==> config.mk <==
export PLATFORM = sky130hd
export DESIGN_NAME = system_clock_mode_control
export DESIGN_NICKNAME = d
export VERILOG_FILES = /design/src/hdl/clock_mode_pkg.sv /design/src/hdl/clock_glitch_free_switch.sv /design/src/hdl/clock_ratio_divider.sv /design/src/hdl/system_clock_mode_control.sv
export SDC_FILE = /design/constraint.sdc
export NUM_CORES = 1
export LEC_CHECK = 0
export ABC_AREA = 1
export ABC_CLOCK_PERIOD_IN_PS = 2000
export BUFFER_PORTS_ARGS = -buffer_cell sky130_fd_sc_hd__buf_2
export CAP_MARGIN = 20
export CORE_UTILIZATION = 54
export DETAILED_ROUTE_END_ITERATION = 6
export GPL_TIMING_DRIVEN = 0
export PLACE_DENSITY = 0.8
export SETUP_SLACK_MARGIN = 0.05
export SLEW_MARGIN = 5
export SYNTH_ARGS = -nofsm -noshare
export SYNTH_HDL_FRONTEND = slang
export SYNTH_SLANG_ARGS = --single-unit
==> constraint.sdc <==
create_clock -name core_clk -period 2 [get_ports core_clk]
set_input_delay 0.4 -clock core_clk [delete_from_list [all_inputs] [get_ports core_clk]]
set_output_delay 0.4 -clock core_clk [all_outputs]
set_load 0.05 [all_outputs]
==> src/hdl/clock_mode_pkg.sv <==
package clock_mode_pkg;

  // Register byte offsets on the APB
  localparam logic [7:0] SYS_CLOCK_CONTROL_OFS    = 8'h00;
  localparam logic [7:0] INT_RC_CONTROL_OFS       = 8'h04;
  localparam logic [7:0] SLOW_CRYSTAL_CONTROL_OFS = 8'h08;
  localparam logic [7:0] AUX_CONTROL_OFS          = 8'h0C;
  localparam logic [7:0] MODE_STATUS_OFS          = 8'h10;

  // Field positions, system clock control
  localparam int unsigned SCC_SEL_LSB  = 5;
  localparam int unsigned SCC_FHS_BIT  = 3;
  localparam int unsigned SCC_FSS_BIT  = 2;
  localparam int unsigned SCC_FKA_BIT  = 1;
  localparam int unsigned SCC_SKA_BIT  = 0;
  // Field positions, internal RC control
  localparam int unsigned RC_FREQ_LSB   = 2;
  localparam int unsigned RC_STABLE_BIT = 1;
  localparam int unsigned RC_EN_BIT     = 0;
  // Field positions, slow crystal control
  localparam int unsigned SX_SPEEDUP_BIT = 2;
  localparam int unsigned SX_STABLE_BIT  = 1;
  localparam int unsigned SX_EN_BIT      = 0;
  // Field positions, auxiliary control
  localparam int unsigned AUX_FX_EN_BIT  = 0;
  localparam int unsigned AUX_PIN_LSB    = 1;
  // Field positions, mode status
  localparam int unsigned ST_MODE_LSB    = 0;
  localparam int unsigned ST_FAST_BIT    = 3;
  localparam int unsigned ST_SLOW_BIT    = 4;
  localparam int unsigned ST_SYS_BIT     = 5;
  localparam int unsigned ST_BUSY_BIT    = 6;
  localparam int unsigned ST_LOCK_BIT    = 7;

  // Reset values
  localparam logic [2:0] SEL_RESET     = 3'h0;
  localparam logic [1:0] RC_FREQ_RESET = 2'h0;
  localparam logic       RC_EN_RESET   = 1'b1;
  localparam logic [1:0] PIN_RESET     = 2'h0;

  // Clock select and RC frequency codes
  localparam logic [2:0] SEL_SLOW  = 3'h7;
  localparam int unsigned DIV_TAPS = 7;
  localparam logic [1:0] RC_4MHZ   = 2'h0;
  localparam logic [1:0] RC_8MHZ   = 2'h1;
  localparam logic [1:0] RC_12MHZ  = 2'h2;

  // Slow crystal start-up times and their cycle counts at the core clock
  localparam int unsigned CORE_CLK_MHZ         = 40;
  localparam int unsigned SX_START_SPEEDUP_US  = 100;
  localparam int unsigned SX_START_LOWPOWER_US = 1000;
  localparam int unsigned SX_START_SPEEDUP_CYC  = SX_START_SPEEDUP_US * CORE_CLK_MHZ;
  localparam int unsigned SX_START_LOWPOWER_CYC = SX_START_LOWPOWER_US * CORE_CLK_MHZ;

  // Operating modes
  typedef enum logic [2:0] {
    MODE_FAST              = 3'b000,
    MODE_SLOW              = 3'b001,
    MODE_SLEEP             = 3'b010,
    MODE_IDLE_SLOW_ONLY    = 3'b011,
    MODE_IDLE_BOTH_CLOCKS  = 3'b100,
    MODE_IDLE_FAST_ONLY    = 3'b101
  } op_mode_e;

  // Clock switch states
  typedef enum logic {
    SW_PARK   = 1'b0,
    SW_FOLLOW = 1'b1
  } switch_state_e;

endpackage

==> src/hdl/clock_glitch_free_switch.sv <==
`timescale 1ns/1ps
module clock_glitch_free_switch #(
  parameter int unsigned N  = 2,
  parameter int unsigned SW = (N > 1) ? $clog2(N) : 1
) (
  input  wire logic          core_clk,
  input  wire logic          reset_n,
  input  wire logic [N-1:0]  src,
  input  wire logic [SW-1:0] sel,
  input  wire logic          gate,
  output logic               clk_out,
  output logic               busy
);
  import clock_mode_pkg::*;

  switch_state_e state_reg;
  switch_state_e state_next;
  logic [SW-1:0] cur_reg;
  logic          out_reg;
  logic          cur_level;
  logic          sel_level;
  logic          leave;
  logic          join_src;

  // Leave a source only while it is low, join a new one only while it is low
  assign cur_level = src[cur_reg];
  assign sel_level = src[sel];
  assign leave     = ((sel != cur_reg) || !gate) && !cur_level;
  assign join_src  = gate && (sel == cur_reg) && !sel_level;
  assign clk_out   = out_reg;
  assign busy      = (state_reg == SW_PARK) || (sel != cur_reg);

  // Park / follow sequencing
  always_comb begin
    state_next = state_reg;
    unique case (state_reg)
      SW_FOLLOW: if (leave) state_next = SW_PARK;
      SW_PARK:   if (join_src) state_next = SW_FOLLOW;
    endcase
  end

  // Output follows the source only in the follow state, so no pulse is cut short
  always_ff @(posedge core_clk or negedge reset_n) begin
    if (!reset_n) begin
      state_reg <= SW_PARK;
      cur_reg   <= '0;
      out_reg   <= 1'b0;
    end else begin
      state_reg <= state_next;
      if (state_reg == SW_PARK) cur_reg <= sel;
      out_reg   <= (state_reg == SW_FOLLOW) && !leave && cur_level;
    end
  end

endmodule // clock_glitch_free_switch

==> src/hdl/clock_ratio_divider.sv <==
`timescale 1ns/1ps
module clock_ratio_divider #(
  parameter int unsigned TAPS = 7
) (
  input  wire logic            core_clk,
  input  wire logic            reset_n,
  input  wire logic            fast_in,
  output logic [TAPS-1:0]      taps
);
  import clock_mode_pkg::*;

  logic [TAPS-2:0] cnt_reg;
  logic            prev_reg;

  // Count rising edges of the fast clock
  always_ff @(posedge core_clk or negedge reset_n) begin
    if (!reset_n) begin
      cnt_reg  <= '0;
      prev_reg <= 1'b0;
    end else begin
      prev_reg <= fast_in;
      if (fast_in && !prev_reg) cnt_reg <= cnt_reg + 1'b1;
    end
  end

  // Tap 0 is the fast clock, tap k is the fast clock over 2**k
  assign taps[0] = fast_in;
  genvar k;
  generate
    for (k = 1; k < TAPS; k++) begin : g_tap
      assign taps[k] = cnt_reg[k-1];
    end
  endgenerate

endmodule // clock_ratio_divider

==> src/hdl/system_clock_mode_control.sv <==
// Function
// - Internal fast RC runs at 4, 8 or 12 MHz chosen by a two-bit field.
// - Field codes 00 is 4, 01 is 8, 10 is 12, 11 is 4 MHz.
// - Fast clock comes from the external fast crystal or the internal fast RC.
// - Fast-source bit 0 picks internal RC, 1 picks external crystal.
// - Slow clock comes from the external slow crystal or the internal slow RC.
// - Slow-source bit 0 picks internal slow RC, 1 picks external slow crystal.
// - In full-speed mode the system clock is fast clock divided by 1 to 64.
// - Select codes 000..110 give divide 1..64, code 111 gives the slow clock.
// - Six modes: fast and slow run the CPU, sleep and three idles halt it.
// - On halt the two keep-alive bits pick idle or sleep mode.
// - Idle modes run the system clock only when its source is kept alive.
// - After moving to the slow clock, fast oscillators follow their own enable bits.
// - In sleep the internal slow RC runs only while the watchdog is enabled.
// - Slow crystal speed-up bit 0 is low power, 1 is speed-up.
// - Speed-up writes are ignored while the slow crystal drives the system clock.
// - Both crystal modes work normally; low power only starts up slower.
// - After enabling, the slow crystal waits a start-up delay before use.
// - Unused slow crystal pins are released to I/O per pin-sharing bits.
`timescale 1ns/1ps
module system_clock_mode_control #(
  parameter int unsigned SX_START_SPEEDUP_CYCLES  = clock_mode_pkg::SX_START_SPEEDUP_CYC,
  parameter int unsigned SX_START_LOWPOWER_CYCLES = clock_mode_pkg::SX_START_LOWPOWER_CYC
) (
  input  wire logic                   core_clk,
  input  wire logic                   reset_n,
  input  wire logic                   psel,
  input  wire logic                   penable,
  input  wire logic                   pwrite,
  input  wire logic [7:0]             paddr,
  input  wire logic [31:0]            pwdata,
  output logic [31:0]                 prdata,
  output logic                        pready,
  output logic                        pslverr,
  input  wire logic                   internal_fast_rc,
  input  wire logic                   external_fast_crystal,
  input  wire logic                   internal_slow_rc,
  input  wire logic                   external_slow_crystal,
  input  wire logic                   int_rc_stable_raw,
  input  wire logic                   cpu_halt,
  input  wire logic                   watchdog_function,
  output logic                        system_clock,
  output logic                        fast_clock,
  output logic                        slow_clock,
  output logic                        internal_fast_rc_enable,
  output logic                        external_fast_crystal_enable,
  output logic                        internal_slow_rc_enable,
  output logic                        external_slow_crystal_enable,
  output logic                        slow_crystal_speedup,
  output logic [1:0]                  int_rc_freq_code,
  output logic                        slow_crystal_pins_osc,
  output logic [1:0]                  slow_crystal_pin_func,
  output clock_mode_pkg::op_mode_e    op_mode,
  output logic                        cpu_clock_run
);
  import clock_mode_pkg::*;

  localparam logic [15:0] SX_FAST_LIMIT = 16'(SX_START_SPEEDUP_CYCLES);
  localparam logic [15:0] SX_LP_LIMIT   = 16'(SX_START_LOWPOWER_CYCLES);

  // Software-visible control fields
  logic [2:0]  sys_clock_select_reg;
  logic        fast_source_select_reg;
  logic        slow_source_select_reg;
  logic        fast_keep_alive_reg;
  logic        slow_keep_alive_reg;
  logic [1:0]  int_rc_freq_select_reg;
  logic        int_rc_enable_reg;
  logic        slow_crystal_speedup_reg;
  logic        slow_crystal_enable_reg;
  logic        fast_crystal_enable_reg;
  logic [1:0]  pin_share_reg;
  // Synchronisers for the oscillator levels and the RC stable flag
  logic [4:0]  sync1_reg;
  logic [4:0]  sync2_reg;
  // Start-up timer and registered outputs
  logic [15:0] sx_timer_reg;
  logic        sx_ready_reg;
  logic [31:0] prdata_reg;
  logic        pslverr_reg;
  logic        rc_on_reg;
  logic        fx_on_reg;
  logic        internal_slow_rc_on_reg;
  logic        lxt_on_reg;
  op_mode_e    mode_reg;
  logic        cpu_run_reg;

  logic        halted;
  op_mode_e    mode_now;
  logic        sel_is_slow;
  logic        fast_needed;
  logic        slow_needed;
  logic        sys_gate;
  logic        rc_on;
  logic        fx_on;
  logic        lxt_on;
  logic        internal_slow_rc_on;
  logic        fast_gate;
  logic        sx_lock;
  logic [15:0] sx_limit;
  logic        fast_level;
  logic        slow_level;
  logic        sys_level;
  logic        fast_busy;
  logic        slow_busy;
  logic        sys_busy;
  logic [DIV_TAPS-1:0] fast_taps;
  logic [7:0]  sys_sources;
  logic        bus_setup;
  logic        bus_write;
  logic        hit_scc;
  logic        hit_rc;
  logic        hit_sx;
  logic        hit_aux;
  logic        hit_st;
  logic        hit_any;
  logic [31:0] rd_scc;
  logic [31:0] rd_rc;
  logic [31:0] rd_sx;
  logic [31:0] rd_aux;
  logic [31:0] rd_st;
  logic [31:0] rd_mux;

  // Two-flop synchronisers for pin-level inputs
  always_ff @(posedge core_clk or negedge reset_n) begin
    if (!reset_n) begin
      sync1_reg <= 5'h00;
      sync2_reg <= 5'h00;
    end else begin
      sync1_reg <= {int_rc_stable_raw, external_slow_crystal, internal_slow_rc,
                    external_fast_crystal, internal_fast_rc};
      sync2_reg <= sync1_reg;
    end
  end

  // Operating mode from halt and keep-alive bits
  assign halted      = cpu_halt;
  assign sel_is_slow = (sys_clock_select_reg == SEL_SLOW);
  always_comb begin
    mode_now = MODE_FAST;
    if (!halted) begin
      mode_now = sel_is_slow ? MODE_SLOW : MODE_FAST;
    end else begin
      unique case ({fast_keep_alive_reg, slow_keep_alive_reg})
        2'b01: mode_now = MODE_IDLE_SLOW_ONLY;
        2'b11: mode_now = MODE_IDLE_BOTH_CLOCKS;
        2'b10: mode_now = MODE_IDLE_FAST_ONLY;
        2'b00: mode_now = MODE_SLEEP;
      endcase
    end
  end

  // Which clocks run in the current mode
  assign fast_needed = (mode_now == MODE_FAST) || (mode_now == MODE_IDLE_BOTH_CLOCKS) ||
                       (mode_now == MODE_IDLE_FAST_ONLY);
  assign slow_needed = (mode_now == MODE_FAST) || (mode_now == MODE_SLOW) ||
                       (mode_now == MODE_IDLE_SLOW_ONLY) || (mode_now == MODE_IDLE_BOTH_CLOCKS);
  assign sys_gate    = !halted || (mode_now == MODE_IDLE_BOTH_CLOCKS) ||
                       ((mode_now == MODE_IDLE_SLOW_ONLY) && sel_is_slow) ||
                       ((mode_now == MODE_IDLE_FAST_ONLY) && !sel_is_slow);

  // Oscillator enables; in slow mode the fast ones keep their own enable bits
  assign rc_on     = (!fast_source_select_reg && fast_needed) ||
                     (int_rc_enable_reg && (!halted || fast_keep_alive_reg));
  assign fx_on     = (fast_source_select_reg && fast_needed) ||
                     (fast_crystal_enable_reg && (!halted || fast_keep_alive_reg));
  assign lxt_on    = (slow_crystal_enable_reg || slow_source_select_reg) && slow_needed;
  assign internal_slow_rc_on   = (mode_now != MODE_SLEEP) || watchdog_function;
  assign fast_gate = fast_source_select_reg ? fx_on : rc_on;

  // Speed-up lock while the slow crystal is the system clock source
  assign sx_lock   = sel_is_slow && slow_source_select_reg;
  assign sx_limit  = slow_crystal_speedup_reg ? SX_FAST_LIMIT : SX_LP_LIMIT;

  // Fast source switch: 0 internal RC, 1 external crystal
  clock_glitch_free_switch #(.N(2)) u_fast_switch (
    .core_clk (core_clk),
    .reset_n  (reset_n),
    .src      (sync2_reg[1:0]),
    .sel      (fast_source_select_reg),
    .gate     (fast_gate),
    .clk_out  (fast_level),
    .busy     (fast_busy)
  );

  // Slow source switch: 0 internal RC, 1 external crystal only once started
  clock_glitch_free_switch #(.N(2)) u_slow_switch (
    .core_clk (core_clk),
    .reset_n  (reset_n),
    .src      ({sync2_reg[3] & sx_ready_reg, sync2_reg[2]}),
    .sel      (slow_source_select_reg),
    .gate     (slow_needed),
    .clk_out  (slow_level),
    .busy     (slow_busy)
  );

  // Fast clock divided by 1 to 64
  clock_ratio_divider #(.TAPS(DIV_TAPS)) u_divider (
    .core_clk (core_clk),
    .reset_n  (reset_n),
    .fast_in  (fast_level),
    .taps     (fast_taps)
  );

  // System clock multiplexer over the divided taps and the slow clock
  assign sys_sources = {slow_level, fast_taps};
  clock_glitch_free_switch #(.N(8)) u_sys_switch (
    .core_clk (core_clk),
    .reset_n  (reset_n),
    .src      (sys_sources),
    .sel      (sys_clock_select_reg),
    .gate     (sys_gate),
    .clk_out  (sys_level),
    .busy     (sys_busy)
  );

  // APB decode; zero wait states
  assign bus_setup = psel && !penable;
  assign bus_write = psel && penable && pwrite && hit_any;
  assign hit_scc   = (paddr == SYS_CLOCK_CONTROL_OFS);
  assign hit_rc    = (paddr == INT_RC_CONTROL_OFS);
  assign hit_sx    = (paddr == SLOW_CRYSTAL_CONTROL_OFS);
  assign hit_aux   = (paddr == AUX_CONTROL_OFS);
  assign hit_st    = (paddr == MODE_STATUS_OFS);
  assign hit_any   = hit_scc || hit_rc || hit_sx || hit_aux || hit_st;

  // Read images; unused bits read as zero
  assign rd_scc = 32'(sys_clock_select_reg) << SCC_SEL_LSB |
                  32'(fast_source_select_reg) << SCC_FHS_BIT |
                  32'(slow_source_select_reg) << SCC_FSS_BIT |
                  32'(fast_keep_alive_reg) << SCC_FKA_BIT |
                  32'(slow_keep_alive_reg) << SCC_SKA_BIT;
  assign rd_rc  = 32'(int_rc_freq_select_reg) << RC_FREQ_LSB |
                  32'(sync2_reg[4] & int_rc_enable_reg) << RC_STABLE_BIT |
                  32'(int_rc_enable_reg) << RC_EN_BIT;
  assign rd_sx  = 32'(slow_crystal_speedup_reg) << SX_SPEEDUP_BIT |
                  32'(sx_ready_reg) << SX_STABLE_BIT |
                  32'(slow_crystal_enable_reg) << SX_EN_BIT;
  assign rd_aux = 32'(fast_crystal_enable_reg) << AUX_FX_EN_BIT |
                  32'(pin_share_reg) << AUX_PIN_LSB;
  assign rd_st  = 32'(mode_reg) << ST_MODE_LSB |
                  32'(fast_needed) << ST_FAST_BIT |
                  32'(slow_needed) << ST_SLOW_BIT |
                  32'(sys_gate) << ST_SYS_BIT |
                  32'(fast_busy | slow_busy | sys_busy) << ST_BUSY_BIT |
                  32'(sx_lock) << ST_LOCK_BIT;
  assign rd_mux = hit_scc ? rd_scc : hit_rc ? rd_rc : hit_sx ? rd_sx :
                  hit_aux ? rd_aux : hit_st ? rd_st : 32'h0000_0000;

  // Register writes
  always_ff @(posedge core_clk or negedge reset_n) begin
    if (!reset_n) begin
      sys_clock_select_reg     <= SEL_RESET;
      fast_source_select_reg   <= 1'b0;
      slow_source_select_reg   <= 1'b0;
      fast_keep_alive_reg      <= 1'b0;
      slow_keep_alive_reg      <= 1'b0;
      int_rc_freq_select_reg   <= RC_FREQ_RESET;
      int_rc_enable_reg        <= RC_EN_RESET;
      slow_crystal_speedup_reg <= 1'b0;
      slow_crystal_enable_reg  <= 1'b0;
      fast_crystal_enable_reg  <= 1'b0;
      pin_share_reg            <= PIN_RESET;
    end else if (bus_write) begin
      if (hit_scc) begin
        sys_clock_select_reg   <= pwdata[SCC_SEL_LSB +: 3];
        fast_source_select_reg <= pwdata[SCC_FHS_BIT];
        slow_source_select_reg <= pwdata[SCC_FSS_BIT];
        fast_keep_alive_reg    <= pwdata[SCC_FKA_BIT];
        slow_keep_alive_reg    <= pwdata[SCC_SKA_BIT];
      end
      if (hit_rc) begin
        int_rc_freq_select_reg <= pwdata[RC_FREQ_LSB +: 2];
        int_rc_enable_reg      <= pwdata[RC_EN_BIT];
      end
      if (hit_sx) begin
        if (!sx_lock) slow_crystal_speedup_reg <= pwdata[SX_SPEEDUP_BIT];
        slow_crystal_enable_reg <= pwdata[SX_EN_BIT];
      end
      if (hit_aux) begin
        fast_crystal_enable_reg <= pwdata[AUX_FX_EN_BIT];
        pin_share_reg           <= pwdata[AUX_PIN_LSB +: 2];
      end
    end
  end

  // Read data and error captured in the setup phase
  always_ff @(posedge core_clk or negedge reset_n) begin
    if (!reset_n) begin
      prdata_reg  <= 32'h0000_0000;
      pslverr_reg <= 1'b0;
    end else if (bus_setup) begin
      prdata_reg  <= pwrite ? 32'h0000_0000 : rd_mux;
      pslverr_reg <= !hit_any;
    end
  end

  // Slow crystal start-up delay, longer in low-power mode
  always_ff @(posedge core_clk or negedge reset_n) begin
    if (!reset_n) begin
      sx_timer_reg <= 16'h0000;
      sx_ready_reg <= 1'b0;
    end else if (!lxt_on) begin
      sx_timer_reg <= 16'h0000;
      sx_ready_reg <= 1'b0;
    end else if (sx_timer_reg < sx_limit) begin
      sx_timer_reg <= sx_timer_reg + 16'h0001;
    end else begin
      sx_ready_reg <= 1'b1;
    end
  end

  // Registered enables and mode outputs
  always_ff @(posedge core_clk or negedge reset_n) begin
    if (!reset_n) begin
      rc_on_reg   <= RC_EN_RESET;
      fx_on_reg   <= 1'b0;
      internal_slow_rc_on_reg <= 1'b1;
      lxt_on_reg  <= 1'b0;
      mode_reg    <= MODE_FAST;
      cpu_run_reg <= 1'b0;
    end else begin
      rc_on_reg   <= rc_on;
      fx_on_reg   <= fx_on;
      internal_slow_rc_on_reg <= internal_slow_rc_on;
      lxt_on_reg  <= lxt_on;
      mode_reg    <= mode_now;
      cpu_run_reg <= !halted;
    end
  end

  // Outputs
  assign prdata                       = prdata_reg;
  assign pready                       = 1'b1;
  assign pslverr                      = pslverr_reg;
  assign system_clock                 = sys_level;
  assign fast_clock                   = fast_level;
  assign slow_clock                   = slow_level;
  assign internal_fast_rc_enable      = rc_on_reg;
  assign external_fast_crystal_enable = fx_on_reg;
  assign internal_slow_rc_enable      = internal_slow_rc_on_reg;
  assign external_slow_crystal_enable = lxt_on_reg;
  assign slow_crystal_speedup         = slow_crystal_speedup_reg;
  assign int_rc_freq_code             = (int_rc_freq_select_reg == RC_12MHZ) ? RC_12MHZ :
                                        (int_rc_freq_select_reg == RC_8MHZ) ? RC_8MHZ :
                                        RC_4MHZ;
  assign slow_crystal_pins_osc        = lxt_on_reg;
  assign slow_crystal_pin_func        = lxt_on_reg ? PIN_RESET : pin_share_reg;
  assign op_mode                      = mode_reg;
  assign cpu_clock_run                = cpu_run_reg;

endmodule // system_clock_mode_control

==> summary.txt <==
Number of design rule violations left after detail routing -> 0
CTS H-tree depth -> 3
Detailed Route WL -> 9.69 mm
Max FFs per register -> 16
Maximum fanout along the worst path -> 10
Startpoint-to-endpoint class of the critical path -> flip-flop to flip-flop
Hold Crit Class -> primary input to flip-flop
Type of origin of the critical path -> flip-flop
Final setup violation count -> 0
Std-Cell Rows -> 32
Area fraction of the dominant cell type after synthesis -> 0.416
Overall power -> 0.00409 W
Number of standard cells after synthesis -> 550
Post-route antenna net violation count -> 0
Hold Path Origin -> external_fast_crystal
Post-synthesis instance area -> 4450 um2
Number of buffer cells added on primary ports -> 52
Tightest Pin Transition -> 0.568 ns
Placed inst area -> 4960 um2
Antenna diode count -> 0
Synth Area per Inst -> 8.10 um2
Placeable core region -> 7850 um2
Number of fillers in the final layout -> 685
Vias post-DR -> 3853
Max-cap violation count -> 0
Floorplan die width -> 92.8 um
Area of the die -> 8620 um2
Antenna violations before repair -> 0
Clock Path Buffers -> 2
Post-route clock skew -> 0.0107 ns
Router iterations before antenna repair -> 6
Leftover overflow at the end of global routing -> 0
Final estimated routing congestion in global placement -> 0.916
Cell at the root of the clock tree -> clkbuf_8
Effective utilization at floorplan -> 0.568
Vias in the first global route -> 3614
Layout overhead on the synthesized area -> 17.8%
P per Cell Area -> 780 nW/um2
Largest cells by area after synthesis -> dfrtp_1 (42%), nand2_1 (10%), inv_1 (5.6%), buf_4 (4.7%), o21ai_0 (4.4%)
Slew headroom -> 0.619
Largest delay share family, worst path -> simple AND/OR/NAND/NOR gates
Clock transition at path regs -> 0.07 ns
First-pass GRT wire length -> 16.4 mm
IR drop worst, VDD -> 0.576 mV
TritonCTS Buffers -> 9
Number of synthesized flops with an enable pin -> 0
Fraction of synthesis flops using an asynchronous set or reset pin -> 1.00
Fraction of layout instances using a drive strength above 1 -> 0.244
Post-synthesis register bit count -> 77
Cell type with the highest aggregate area in the netlist -> dfrtp_1
DPL Wire Length -> 7.29 mm
Buffer and inverter count on the worst path -> 4
DRT iter0 DRCs -> 210
Hold Violations, Final -> 0
Reported leakage power -> 2.80 nW
Post-Route Utilization -> 0.668
Top flip-flop cell by instance count after synthesis -> dfrtp_1
Routed length per instance -> 12.9 um
Pin count of the biggest net entering global routing -> 54
Number of top-level pins -> 103
Clk sink count -> 77
Worst endpoint required time -> 2.23 ns
Outcome -> finished clean
Vertical extent of the die -> 92.8 um
Setup repair after global routing missed its margin -> yes
Endpoint class of the critical path -> flip-flop
Max-slew violation count -> 0
Post-layout net count -> 707
Cell type with the highest occurrence count on the critical path -> inv_1
Post-placement setup slack -> 0.0900 ns
Count of unique library cells instantiated by Yosys -> 46
Final Critical Period -> 1.83 ns
Total global routing track utilization -> 0.242
Critical-path cell list -> ha_1 -> inv_1 -> nor2_2 -> nand3_2 -> inv_1 -> nand3_1 -> inv_2 -> nor2_4 -> buf_6 -> nand3b_1 -> o21ai_0
Fmax achieved -> 0.546 GHz
Period utilisation layout -> 0.917
Most numerous cell in the Yosys netlist -> nand2_1
Vias per cell -> 5.14
Arrival time at the worst endpoint -> 2.06 ns
Startpoint of the worst-slack reg-to-reg timing path -> slow_crystal_speedup
Cell types with the highest counts after synthesis -> nand2_1 (120), dfrtp_1 (74), inv_1 (66), nor2_1 (42), o21ai_0 (39)
Setup WS post-layout -> 0.167 ns
Clock latency on the worst-skew pair -> 0.35 ns
Cell type of the slowest stage on the worst timing path -> dfrtp_2
Total of warnings raised by yosys -> 0
Sequential cell area fraction in the yosys report -> 0.433
Longest individual stage delay on the worst path -> 0.45 ns
First element of the critical path -> slow_crystal_speedup
Clock tree from TritonCTS -> yes
Final design area excluding fillers -> 5250 um2
## what timing repair did
| action | 4_1_cts | 5_1_grt |
|---|---|---|
| resized for setup | 0 | 11 |
| buffers inserted | 0 | 5 |
| hold buffers | 1 | 0 |
| endpoints found under the hold margin | 23 | 0 |
| setup endpoints to repair | 0 | 18 |
## cells by family (layout without fill, tap and decap cells)
family	count (synthesis)	in the layout	share of synthesized area
AND/OR/NAND/NOR	258	258	0.280
AO/OA/AOI/OAI	75	75	0.0961
other	2	25	0.00169
buffers and inverters	110	185	0.123
flip-flops	77	77	0.433
XOR/XNOR	16	16	0.0315
adder cells (fa/ha/maj)	12	12	0.0337
## path summary, 6_finish.rpt
path                       cells after the start  slack, ns                   end
max                                           11       0.17       sx_timer_reg[5]
min                                            1       0.16          sync1_reg[1]
max reg2reg                                   11       0.17       sx_timer_reg[5]
min reg2reg                                    0       0.35          sync2_reg[1]
max in group asynchronous                      3       0.89     int_rc_enable_reg
min in group asynchronous                      2       0.49  u_divider.cnt_reg[2]
## worst reg2reg max path, stage by stage, from the launching register on
cell and delay, ns:
dfrtp_2 0.45, ha_1 0.32, inv_1 0.06, nor2_2 0.12, nand3_2 0.11, inv_1 0.08, nand3_1 0.13, inv_2 0.11
nor2_4 0.05, buf_6 0.14, nand3b_1 0.07, o21ai_0 0.08
## power breakdown
group | total (W) | switching, W | internal, W | leakage (nW)
registers | 0.00191 | 0.000166 | 0.00174 | 0.921
logic | 0.000971 | 0.000649 | 0.000322 | 1.78
clock network | 0.00121 | 0.000565 | 0.000644 | 0.102
total | 0.00409 | 0.00138 | 0.00271 | 2.80
## cell type report
type,instances,area (um2),share of cell area
flip-flops and latches,77,1930,0.368
well taps,102,128,0.0243
clock inverters,5,58.8,0.0112
plain buffers,35,273,0.0520
multi-input cells,386,2080,0.397
clock buffers,11,151,0.0289
repair buffers,59,338,0.0644
inverters,75,284,0.0542
## cell usage in the layout (no fill, tap or decap), drive strengths merged, types with 3 or more instances in the layout
master | synthesis | final
nand2 | 130 | 130
buf | 33 | 91
dfrtp | 74 | 74
inv | 74 | 74
nor2 | 50 | 50
o21ai | 48 | 48
nand3 | 40 | 40
conb | 2 | 25
nand4 | 19 | 19
a21oi | 17 | 17
xor2 | 15 | 15
clkbuf | 2 | 13
ha | 12 | 12
nor3 | 10 | 10
o211ai | 4 | 4
nand3b | 4 | 4
dfstp | 3 | 3
clkinv | 1 | 3
## metal layers
| layer | wire, um | GRT usage | vias to the layer above |
|---|---|---|---|
| li1 | - | - | 1916 |
| met1 | 4160 | 0.304 | 1789 |
| met2 | 4860 | 0.416 | 134 |
| met3 | 534 | 0.0542 | 14 |
| met4 | 136 | 0.0731 | 0 |
| met5 | 0 | 0 | - |
## through the flow
stage | std cells | hold WS [ns] | TNS, ns
after floorplan | 573 | 0.104 | 0
after global placement | 727 | 0.336 | -0.0696
after detailed placement | 728 | 0.328 | 0
after CTS | 745 | 0.142 | 0
after global routing | 750 | 0.132 | 0
final | 750 | 0.158 | 0
Note: power is estimated with default switching activity, not from simulation.
